**src/include/hib_pkg.sv**
```systemverilog
// Constants, register map and carrier types of the hibernation controller
package hib_pkg;

    // ------------------------------------------------------------
    // Bus and register map
    // ------------------------------------------------------------
    localparam int unsigned ADDR_W = 12;
    localparam int unsigned DATA_W = 32;
    localparam logic [11:0] OFF_CTL = 12'h000;
    localparam logic [11:0] OFF_COUNT = 12'h004;
    localparam logic [11:0] OFF_MATCH0 = 12'h008;
    localparam logic [11:0] OFF_MATCH1 = 12'h00C;
    localparam logic [11:0] OFF_RAW = 12'h010;
    localparam logic [11:0] OFF_FILT = 12'h014;
    localparam logic [11:0] OFF_IEN = 12'h018;
    localparam logic [11:0] OFF_ICLR = 12'h01C;

    // ------------------------------------------------------------
    // Interrupt status layout (raw, filtered, enable, clear)
    // ------------------------------------------------------------
    localparam int unsigned INT_W = 4;
    localparam int unsigned INT_PIN = 0;
    localparam int unsigned INT_LOWBAT = 1;
    localparam int unsigned INT_MATCH0 = 2;
    localparam int unsigned INT_MATCH1 = 3;
    localparam logic [3:0] IEN_RESET = 4'h0;

    // ------------------------------------------------------------
    // Control register layout
    // ------------------------------------------------------------
    localparam int unsigned CTL_W = 7;
    localparam int unsigned CTL_HIB_BIT = 2;
    localparam int unsigned CTL_BATLOW_BIT = 7;
    localparam logic [6:0] CTL_RESET = 7'h00;

    typedef enum logic [1:0] {
        BAT_OFF = 2'b00,
        BATTERY_SENSE_ONLY = 2'b01,
        BAT_RESERVED = 2'b10,
        BATTERY_SENSE_CANCEL_SLEEP = 2'b11
    } lowbat_mode_t;

    typedef struct packed {
        lowbat_mode_t lowbat;
        logic wake_rtc;
        logic wake_pin;
        logic hib_req;
        logic rtc_en;
        logic active;
    } ctl_t;

    typedef struct packed {
        logic [11:0] addr;
        logic write;
        logic [31:0] wdata;
    } apb_req_t;

    // ------------------------------------------------------------
    // Power state and time base
    // ------------------------------------------------------------
    typedef enum logic [0:0] {
        PWR_ON = 1'b0,
        PWR_OFF = 1'b1
    } pwr_state_t;

    localparam longint unsigned CLK_HZ = 40000000;
    localparam longint unsigned TICK_PERIOD_S = 1;
    localparam int unsigned TICK_CYCLES = int'(CLK_HZ * TICK_PERIOD_S);
    localparam int unsigned DIV_W = 26;

endpackage

```
**src/design/hib_power_ctl.sv**
```systemverilog
// Hibernation power controller with seconds counter and APB registers
//
// What this block does
// Interrupt status readable raw or enable-filtered, chosen by address.
// Control register shows an active bit that survives processor resets.
// With sensing on, low battery sets raw status and may interrupt.
// In cancel-sleep mode a low battery makes sleep requests ignored.
// Battery mode is sense-only or sense-and-cancel, and reads back.
// A sleep request drops regulator enable; controller keeps running.
// While asleep any enabled wake condition raises regulator enable.
// Processor reset after wake leaves this block's state intact.
// Software sets wake sources first and tolerates running on.
// Counter has an enable; disabled means no counting, match or wake.
// Clearing the enable halts counting and match until re-enabled.
// Counter value is readable at any time.
// Match 0 register read/write; equality raises status and/or wake.
// Each of pin, battery, match 0, match 1 has an enable bit.
// Writing a mask clears only the selected status bits.
// Counter steps once per second and software may load it.
// Filtered status is raw AND enable; interrupt while any is set.
`timescale 1ns/10ps
module hib_power_ctl #(
    parameter int unsigned TICK_CYCLES = hib_pkg::TICK_CYCLES
) (
    // Clock and always-on reset
    input wire logic pclk,
    input wire logic presetn,
    // APB slave
    input wire logic psel,
    input wire logic penable,
    input wire logic pwrite,
    input wire logic [11:0] paddr,
    input wire logic [31:0] pwdata,
    output logic [31:0] prdata,
    output logic pready,
    output logic pslverr,
    // Board side
    input wire logic wake_pin,
    input wire logic battery_low,
    output logic regulator_en,
    output logic irq
);

    // ------------------------------------------------------------
    // Bus decode
    // ------------------------------------------------------------
    function automatic logic hit(input logic [11:0] a,
                                 input logic [11:0] off);
        hit = (a == off);
    endfunction

    hib_pkg::apb_req_t req;
    logic setup;
    logic wr_en;
    logic mapped;
    logic filtered_status_select;
    assign req = '{addr: paddr, write: pwrite, wdata: pwdata};
    assign setup = psel & ~penable;
    // Writes land at the access edge; zero wait states
    assign wr_en = psel & penable & req.write;
    assign mapped = hit(req.addr, hib_pkg::OFF_CTL) |
                    hit(req.addr, hib_pkg::OFF_COUNT) |
                    hit(req.addr, hib_pkg::OFF_MATCH0) |
                    hit(req.addr, hib_pkg::OFF_MATCH1) |
                    hit(req.addr, hib_pkg::OFF_RAW) |
                    hit(req.addr, hib_pkg::OFF_FILT) |
                    hit(req.addr, hib_pkg::OFF_IEN) |
                    hit(req.addr, hib_pkg::OFF_ICLR);
    // raw or filtered view
    assign filtered_status_select = hit(req.addr, hib_pkg::OFF_FILT);
    assign pready = 1'b1;

    // ------------------------------------------------------------
    // State
    // ------------------------------------------------------------
    hib_pkg::ctl_t ctl_q;
    hib_pkg::pwr_state_t pwr_q;
    logic [31:0] count_q;
    logic [31:0] match0_q;
    logic [31:0] match1_q;
    logic [25:0] div_q;
    logic [3:0] raw_q;
    logic [3:0] ien_q;
    logic [3:0] filt;
    logic [3:0] set_ev;
    logic [3:0] clr_mask;
    logic eq0_q;
    logic eq1_q;
    logic pin_q;
    logic tick;
    logic bat_sense;
    logic bat_cancel;
    logic hib_go;
    logic wake_ev;
    logic [31:0] rdata_q;
    logic err_q;

    // battery mode decode
    assign bat_sense = ctl_q.lowbat[0];
    assign bat_cancel = (ctl_q.lowbat == hib_pkg::BATTERY_SENSE_CANCEL_SLEEP);

    // ------------------------------------------------------------
    // Control register
    // ------------------------------------------------------------
    // Only presetn clears this; it is the battery-backed reset, so a
    // processor power-on reset after wake leaves it alone.
    // active bit persists
    // held across processor reset
    always_ff @(posedge pclk or negedge presetn) begin
        if (!presetn) begin
            ctl_q <= hib_pkg::CTL_RESET;
        end else if (wr_en && hit(req.addr, hib_pkg::OFF_CTL)) begin
            ctl_q <= req.wdata[hib_pkg::CTL_W-1:0];
            ctl_q.hib_req <= 1'b0;
        end
    end

    // Request accepted only when running, active and not cancelled
    // low battery cancels sleep
    assign hib_go = wr_en && hit(req.addr, hib_pkg::OFF_CTL) &&
                    req.wdata[hib_pkg::CTL_HIB_BIT] && ctl_q.active &&
                    (pwr_q == hib_pkg::PWR_ON) &&
                    !(bat_cancel && battery_low);

    // Wake sources; counter wake needs the counter enabled
    // any enabled wake condition
    assign wake_ev = (ctl_q.wake_pin && wake_pin) ||
                     (ctl_q.wake_rtc && ctl_q.rtc_en &&
                      (set_ev[hib_pkg::INT_MATCH0] ||
                       set_ev[hib_pkg::INT_MATCH1]));

    // ------------------------------------------------------------
    // Power sequencer
    // ------------------------------------------------------------
    // drop regulator on request
    always_ff @(posedge pclk or negedge presetn) begin
        if (!presetn) begin
            pwr_q <= hib_pkg::PWR_ON;
        end else begin
            case (pwr_q)
                hib_pkg::PWR_ON: begin
                    if (hib_go) begin
                        pwr_q <= hib_pkg::PWR_OFF;
                    end
                end
                hib_pkg::PWR_OFF: begin
                    if (wake_ev) begin
                        pwr_q <= hib_pkg::PWR_ON;
                    end
                end
                default: pwr_q <= hib_pkg::PWR_ON;
            endcase
        end
    end
    assign regulator_en = (pwr_q == hib_pkg::PWR_ON);

    // ------------------------------------------------------------
    // Seconds divider and counter
    // ------------------------------------------------------------
    // Divider restarts on a load so the first step is a full second
    // one step per second
    always_ff @(posedge pclk or negedge presetn) begin
        if (!presetn) begin
            div_q <= '0;
        end else if (!ctl_q.rtc_en ||
                     (wr_en && hit(req.addr, hib_pkg::OFF_COUNT))) begin
            div_q <= '0;
        end else if (tick) begin
            div_q <= '0;
        end else begin
            div_q <= div_q + 26'h0000001;
        end
    end
    assign tick = ctl_q.rtc_en &&
                  (div_q == 26'(TICK_CYCLES - 1));

    // Loads are refused while disabled, like counting, match and wake
    // counter needs enable
    // disable halts counting
    always_ff @(posedge pclk or negedge presetn) begin
        if (!presetn) begin
            count_q <= '0;
        end else if (ctl_q.rtc_en &&
                     wr_en && hit(req.addr, hib_pkg::OFF_COUNT)) begin
            count_q <= req.wdata;
        end else if (tick) begin
            count_q <= count_q + 32'h00000001;
        end
    end

    // Match registers
    // match 0 read/write
    always_ff @(posedge pclk or negedge presetn) begin
        if (!presetn) begin
            match0_q <= '0;
            match1_q <= '0;
        end else if (wr_en) begin
            if (hit(req.addr, hib_pkg::OFF_MATCH0)) begin
                match0_q <= req.wdata;
            end
            if (hit(req.addr, hib_pkg::OFF_MATCH1)) begin
                match1_q <= req.wdata;
            end
        end
    end

    // Edge of equality, so a cleared match bit does not refire at once
    // equality event
    always_ff @(posedge pclk or negedge presetn) begin
        if (!presetn) begin
            eq0_q <= 1'b0;
            eq1_q <= 1'b0;
            pin_q <= 1'b0;
        end else begin
            eq0_q <= ctl_q.rtc_en && (count_q == match0_q);
            eq1_q <= ctl_q.rtc_en && (count_q == match1_q);
            pin_q <= wake_pin;
        end
    end

    // ------------------------------------------------------------
    // Interrupt status
    // ------------------------------------------------------------
    // low battery to raw status
    // match events need enable
    always_comb begin
        set_ev = '0;
        set_ev[hib_pkg::INT_PIN] = wake_pin && !pin_q;
        set_ev[hib_pkg::INT_LOWBAT] = bat_sense && battery_low;
        set_ev[hib_pkg::INT_MATCH0] = ctl_q.rtc_en &&
            (count_q == match0_q) && !eq0_q;
        set_ev[hib_pkg::INT_MATCH1] = ctl_q.rtc_en &&
            (count_q == match1_q) && !eq1_q;
    end

    assign clr_mask = (wr_en && hit(req.addr, hib_pkg::OFF_ICLR)) ?
                      req.wdata[hib_pkg::INT_W-1:0] : '0;

    // Sticky bits; a set in the clearing cycle wins
    // mask clear
    generate
        for (genvar i = 0; i < hib_pkg::INT_W; i++) begin : g_sticky
            always_ff @(posedge pclk or negedge presetn) begin
                if (!presetn) begin
                    raw_q[i] <= 1'b0;
                end else if (set_ev[i]) begin
                    raw_q[i] <= 1'b1;
                end else if (clr_mask[i]) begin
                    raw_q[i] <= 1'b0;
                end
            end
        end
    endgenerate

    // per-source enable
    always_ff @(posedge pclk or negedge presetn) begin
        if (!presetn) begin
            ien_q <= hib_pkg::IEN_RESET;
        end else if (wr_en && hit(req.addr, hib_pkg::OFF_IEN)) begin
            ien_q <= req.wdata[hib_pkg::INT_W-1:0];
        end
    end

    // filtered status and line
    assign filt = raw_q & ien_q;
    assign irq = |filt;

    // ------------------------------------------------------------
    // Read data, captured in the setup cycle
    // ------------------------------------------------------------
    // counter readable
    always_ff @(posedge pclk or negedge presetn) begin
        if (!presetn) begin
            rdata_q <= '0;
            err_q <= 1'b0;
        end else if (setup) begin
            err_q <= !mapped;
            rdata_q <= '0;
            if (!req.write) begin
                case (req.addr)
                    hib_pkg::OFF_CTL: begin
                        rdata_q[hib_pkg::CTL_W-1:0] <= ctl_q;
                        rdata_q[hib_pkg::CTL_HIB_BIT] <=
                            (pwr_q == hib_pkg::PWR_OFF);
                        rdata_q[hib_pkg::CTL_BATLOW_BIT] <= battery_low;
                    end
                    hib_pkg::OFF_COUNT: rdata_q <= count_q;
                    hib_pkg::OFF_MATCH0: rdata_q <= match0_q;
                    hib_pkg::OFF_MATCH1: rdata_q <= match1_q;
                    hib_pkg::OFF_RAW: begin
                        rdata_q[hib_pkg::INT_W-1:0] <= raw_q;
                    end
                    hib_pkg::OFF_FILT: begin
                        rdata_q[hib_pkg::INT_W-1:0] <= filt;
                    end
                    hib_pkg::OFF_IEN: begin
                        rdata_q[hib_pkg::INT_W-1:0] <= ien_q;
                    end
                    default: rdata_q <= '0;
                endcase
            end
        end
    end
    assign prdata = rdata_q;
    assign pslverr = psel & penable & err_q;
endmodule

```
**config.mk**
```make
export PLATFORM = sky130hd
export DESIGN_NAME = hib_power_ctl
export DESIGN_NICKNAME = d
export VERILOG_FILES = /design/src/include/hib_pkg.sv /design/src/design/hib_power_ctl.sv
export SDC_FILE = /design/constraint.sdc
export NUM_CORES = 1
export LEC_CHECK = 0
export ABC_CLOCK_PERIOD_IN_PS = 2200
export CAP_MARGIN = 10
export CORE_ASPECT_RATIO = 0.7
export CORE_MARGIN = 5
export CORE_UTILIZATION = 50
export CTS_CLUSTER_DIAMETER = 80
export CTS_CLUSTER_SIZE = 20
export DETAILED_ROUTE_END_ITERATION = 10
export DONT_BUFFER_PORTS = 1
export PLACE_DENSITY = 0.74
export SKIP_LAST_GASP = 1
export SLEW_MARGIN = 15
export SYNTH_ARGS = -nofsm -noshare
export SYNTH_HDL_FRONTEND = slang
export SYNTH_SLANG_ARGS = --single-unit
export TNS_END_PERCENT = 100
```
**constraint.sdc**
```tcl
create_clock -name pclk -period 2.2 [get_ports pclk]
set_input_delay 0.11 -clock pclk [delete_from_list [all_inputs] [get_ports pclk]]
set_output_delay 0.11 -clock pclk [all_outputs]
set_load 0.01 [all_outputs]
```
# Yosys cells after proc, flatten, opt, wreduce, memory -nomap -nowiden
# Cells that the tools add are included.
[op_classes]
reduce_logical = 39
bitwise_logic = 14
mux = 20
n_eq_ne = 11
add_sub_neg = 2
[op_table]
columns = ["cell", "count"]
rows = [
  ["32-bit 2-to-1 mux", 3],
  ["24-bit case mux with 3 select lines", 1],
  ["32-bit equality test", 2],
  ["26-bit 2-to-1 mux", 2],
  ["12-bit by 5-bit equality test with 1-bit output, second input constant", 4],
  ["32-bit by 1-bit adder with 32-bit output, second input constant", 1],
  ["4-bit case mux with 7 select lines", 1],
  ["26-bit by 1-bit adder with 26-bit output, second input constant", 1],
  ["26-bit equality test, second input constant", 1],
  ["12-bit by 4-bit equality test with 1-bit output, second input constant", 2],
  ["1-bit logical AND", 21],
  ["4-bit case mux with 4 select lines", 1],
  ["12-bit by 3-bit equality test with 1-bit output, second input constant", 1],
  ["12-bit zero test", 1],
  ["1-bit 2-to-1 mux", 10],
  ["2-bit nonzero test", 5],
  ["1-bit OR", 7],
  ["1-bit zero test", 6],
  ["1-bit bitwise AND", 4],
  ["4-bit bitwise AND", 1],
  ["4-bit 2-to-1 mux", 1],
  ["2-bit AND reduction", 2],
  ["4-bit OR reduction", 1],
  ["1-bit logical OR", 3],
  ["3 further kinds", 4],
]
[totals]
ff_bits = 173
wordCells = 106
out_inout_bits = 36

# Longest topological paths before layout
[logic_depth]
word_depth = 9
ltp_mapped = 8
mapped_depth_nobuf = 7

# Worst setup path after synthesis
# OpenSTA, ideal clock, no wires.
[synth_timing]
path_type = "register -> register"
startpoint = "register count_q[5]"
endpoint = "register count_q[23]"
path_buffers = 2
t_arrival_ps = 1785
path_slack_ps = 333
stages_incl_launch_ff = 9
setup_time_ps = 82
cell_sequence = "dfrtp_1 > buf_2 > and3_1 > and4_1 > buf_2 > and3_1 > nand3_1 > or3_1 > a31oi_1"
[synth_via]
elab_chain_len = 3
[synth_lines]
columns = ["element", "line_no", "source"]
rows = [
  ["from (decl)", "hib_power_ctl.sv:78", "logic [31:0] count_q;"],
  ["from (signal assigned)", "hib_power_ctl.sv:185", "count_q <= req.wdata;"],
  ["from (signal assigned)", "hib_power_ctl.sv:187", "count_q <= count_q + 32'h00000001;"],
  ["32-bit by 1-bit adder with 32-bit output", "hib_power_ctl.sv:187", ""],
  ["32-bit 2-to-1 mux", "hib_power_ctl.sv:186", "end else if (tick) begin"],
  ["32-bit 2-to-1 mux", "hib_power_ctl.sv:183", "end else if (ctl_q.rtc_en &&"],
]
# Every way passes these cells. The select of a mux whose other input is x is not followed.
# A chain may end at the register's enable or synchronous reset.

# Worst setup path after layout
[layout_timing]
startpoint = "register count_q[24]"
endpoint = "register pwr_q"
[layout_via]
elab_chain_len = 8
[layout_lines]
columns = ["element", "line_no", "source"]
rows = [
  ["32-bit equality test, on equally long branches", "hib_power_ctl.sv:231, hib_power_ctl.sv:233", ""],
  ["1-bit logical AND, on equally long branches", "hib_power_ctl.sv:230, hib_power_ctl.sv:232", ""],
  ["1-bit logical AND, on equally long branches", "hib_power_ctl.sv:231, hib_power_ctl.sv:233", ""],
  ["1-bit logical OR *", "hib_power_ctl.sv:129", "(set_ev[hib_pkg::INT_MATCH0] ||"],
  ["1-bit logical AND *", "hib_power_ctl.sv:128", "(ctl_q.wake_rtc && ctl_q.rtc_en &&"],
  ["1-bit logical OR *", "hib_power_ctl.sv:127", "assign wake_ev = (ctl_q.wake_pin && wake_pin) ||"],
  ["1-bit 2-to-1 mux *", "hib_power_ctl.sv:147", "if (wake_ev) begin"],
  ["1-bit case mux with 2 select lines *", "hib_power_ctl.sv:140", "case (pwr_q)"],
  ["to (signal assigned)", "hib_power_ctl.sv:143", "pwr_q <= hib_pkg::PWR_OFF;"],
  ["to (signal assigned)", "hib_power_ctl.sv:148", "pwr_q <= hib_pkg::PWR_ON;"],
  ["to (signal assigned)", "hib_power_ctl.sv:151", "default: pwr_q <= hib_pkg::PWR_ON;"],
  ["to (decl)", "hib_power_ctl.sv:77", "hib_pkg::pwr_state_t pwr_q;"],
]
# Mark *: on every way between the ends. The rest lies on a longest branch, timed or not.

==> impl_metrics.ini <==
[placement]
pre_cts_ws_ns = 0.04964
numPortBuffers = 0
globalplace.congestion = 0.9680
placed_cell_area_um2 = 9303
dp.cells = 1085
dp_hpwl_um = 16820

[power]
pwr-share-comb = 0.022
ir_worst_vdd_mv = 0.4600
p_sw_mw = 1.349
seqPwrFrac = 0.499
power.total_mw = 6.396
p_leak_nw = 4.367
p_clk_frac = 0.479
internal_power_mw = 5.047
power_density_nw_per_um2 = 620.8
switching_share = 0.2109

[floorplanning]
die_h_um = 122.0
die_w_um = 170.0
start_util = 0.5031
pin_count = 87
core-area_um2 = 17800
die-area_um2 = 20730
rows = 41

[worst_setup_path]
path_buf_inv = 0
end_kind = flop
cp.required_ns = 2.51
crit_chain = xnor2_1, nand2_1, a2111oi_1, nand4_1, a21oi_1, o22ai_1
slowest_delay_ns = 0.49
path_delay_family = compound AO/OA/AOI/OAI gates
arrival_ns = 2.43
startpoint_type = flop
path_class = reg2reg
r2r_cells = 6
r2r_start = count_q[24]
path_max_fanout = 8
r2r_setup_slack_ns = 0.08
crit_slowest_cell = dfrtp_1
timing.rr.end = pwr_q

[status]
violations = negative hold slack
status = finished, violations left

[timing]
holdWs_ns = -0.6212
fmax_mhz = 471.0
worst_slew_pin_slew_ns = 0.8759
finalSetupViolCount = 0
hold_viol_final = 173
rsz0062_at_grt = true
period_minus_slack_ns = 2.123
slew_violations = 0
fin_ws_ns = 0.07685
relSlewSlack = 0.4161
fin_crit_sh = 0.9651
clock_skew_ns = 0.008400

[finish]
nets = 958
layout-drive-gt1-share = 0.1754
fill_cells = 1504
layout_common_cells = 171 x dfrtp_1, 76 x nor2_1, 72 x nand2_1, 72 x xnor2_1, 69 x mux2_2
register_area_um2 = 4332
final_cell_area_um2 = 10300
syn2layout_area_growth_pct = 15.03
instances_no_fill = 1155
final_common_cell = dfrtp_1
multi_input_area_um2 = 4323

[synth]
syn_area_um2 = 8956
ys_seq_elements = 173
postSynthAreaPerCell_um2 = 10.24
synth_cell_type_count = 53
syn-num-nets = 928
netlist_top_cells_area = dfrtp_1 48%, mux2_2 8.7%, xnor2_1 7.0%
synthArstFlopShare = 1.000
synth_edf_count = 0
synth_top_cell_by_area = dfrtp_1
synthCells = 875
synth_ff_type = dfrtp_1
synth_top_cell_area_share = 0.4834
ys_seq_area_frac = 0.4834
synth_warnings = 0

[global_routing]
antenna_found_initial = 1
grt_max_degree = 174
grt_pass1_wl_um = 39210
grt_overflow = 0
grt_util_all_layers = 0.2434
grt_pass1_vias = 6983

[routing]
dr.pass1.iters = 8
vias = 6966
initialDrtViolationCount = 866
wl_um = 24540
wl_per_cell_um = 21.25
viasPerCell = 6.031
drc_errors = 0
drtAntennaViolNets = 0

[clock_tree]
cts.sinks = 173
clk_path_buf_depth = 2
cts_tree = built
cts_buffers = 17
insertion_delay_ns = 0.43
cts_root_buf = clkbuf_16
htreeDepth = 4
clkTransAtPathRegs_ns = 0.07
ctsHoldBuffers = 36

[job]
cap_violations = 0

[hold_path]
min_path_type = in2async
## sequential cells by signal (all words and copies together), names as in the netlist
name,cells
match0_q,32
ien_q,4
eq0_q,1
eq1_q,1
ctl_q,5
div_q,26
pwr_q,1
count_q,32
prdata,32
bat_sense,1
err_q,1
match1_q,32
raw_q,4
pin_q,1
## timing repair
action,4_1_cts,5_1_grt
setup endpoints to repair,0,14
endpoints found under the hold margin,293,173
setup buffers,0,1
resized for setup,0,10
## per-layer routing
layer / up-vias / global-route usage / share of wire
li1: 3191 / - / -
met1: 3458 / 0.3581 / 0.46
met2: 295 / 0.3486 / 0.43
met3: 22 / 0.08174 / 0.10
met4: 0 / 0.05736 / 0.0096
met5: - / 0 / 0
## through the flow
stage / utilization / setup TNS (ns)
floorplan: - / 0
global placement: 0.5226 / 0
detailed placement: 0.5226 / 0
CTS: 0.5764 / 0
global route: 0.5788 / -0.08534
finish: 0.5788 / 0
## cell families after synthesis
kind of cell	count (synthesis)	synth area share
compound gates	142	0.1104
buf+inv	81	0.04065
simple gates	305	0.1746
xor+xnor	94	0.09192
mux	77	0.09584
other cells	1	0.0004187
flops	173	0.4834
fa+ha+maj	2	0.002794
## worst max-delay path by stage
stage           startpoint           to  slack, ns  cells past startpoint
2_1_floorplan   count_q[5]  count_q[23]       0.33                      8
3_3_place_gp   count_q[24]        pwr_q        0.1                      6
3_5_place_dp   count_q[24]        pwr_q       0.05                      6
4_1_cts        count_q[24]        pwr_q       0.03                      6
5_1_grt        count_q[24]        pwr_q      -0.09                      6
6_report       count_q[24]        pwr_q       0.08                      6
## cells in the mapped netlist (2+ instances only)
cell	instances
nand3_2	2
o21ai_1	20
inv_1	21
nor2_1	77
nand2_1	72
o22ai_1	5
nor3_1	21
a21bo_2	2
xnor2_1	72
a22o_1	9
nand3_1	26
and2_1	3
o2111ai_1	3
or3_1	3
buf_4	6
a21oi_1	37
a32oi_1	3
clkbuf_1	33
o21ai_0	19
nor4_2	5
a221oi_1	7
mux2_2	69
xor2_1	22
dfrtp_1	173
nor4_1	11
nor4bb_1	2
and3_1	14
buf_2	17
a2111o_1	6
nor2b_1	20
nand2b_1	12
nand4_1	28
a222oi_1	24
and4_1	3
a22oi_1	2
mux2i_1	7
buf_6	2
ha_1	2
## power groups by stage
stage / registers [mW] / clock network, mW / logic [mW]
6_report: 3.19 / 3.07 / 0.141
5_1_grt: 3.19 / 3.22 / 0.149
4_1_cts: 3.19 / 3.10 / 0.138
3_5_place_dp: 3.25 / 0 / 0.0591
3_3_place_gp: 3.25 / 0 / 0.0578
2_1_floorplan: 3.25 / 0 / 0.0562
## final cells by class
class | count | area share
Tap cell | 236 | 0.02866
Clock buffer | 23 | 0.04736
Sequential cell | 173 | 0.4205
Timing Repair Buffer | 71 | 0.06534
Multi-Input combinational cell | 621 | 0.4196
Inverter | 21 | 0.007651
Antenna cell | 1 | 0.0002429
Clock inverter | 9 | 0.01069
No activity file was read; power rests on OpenSTA's default activity.
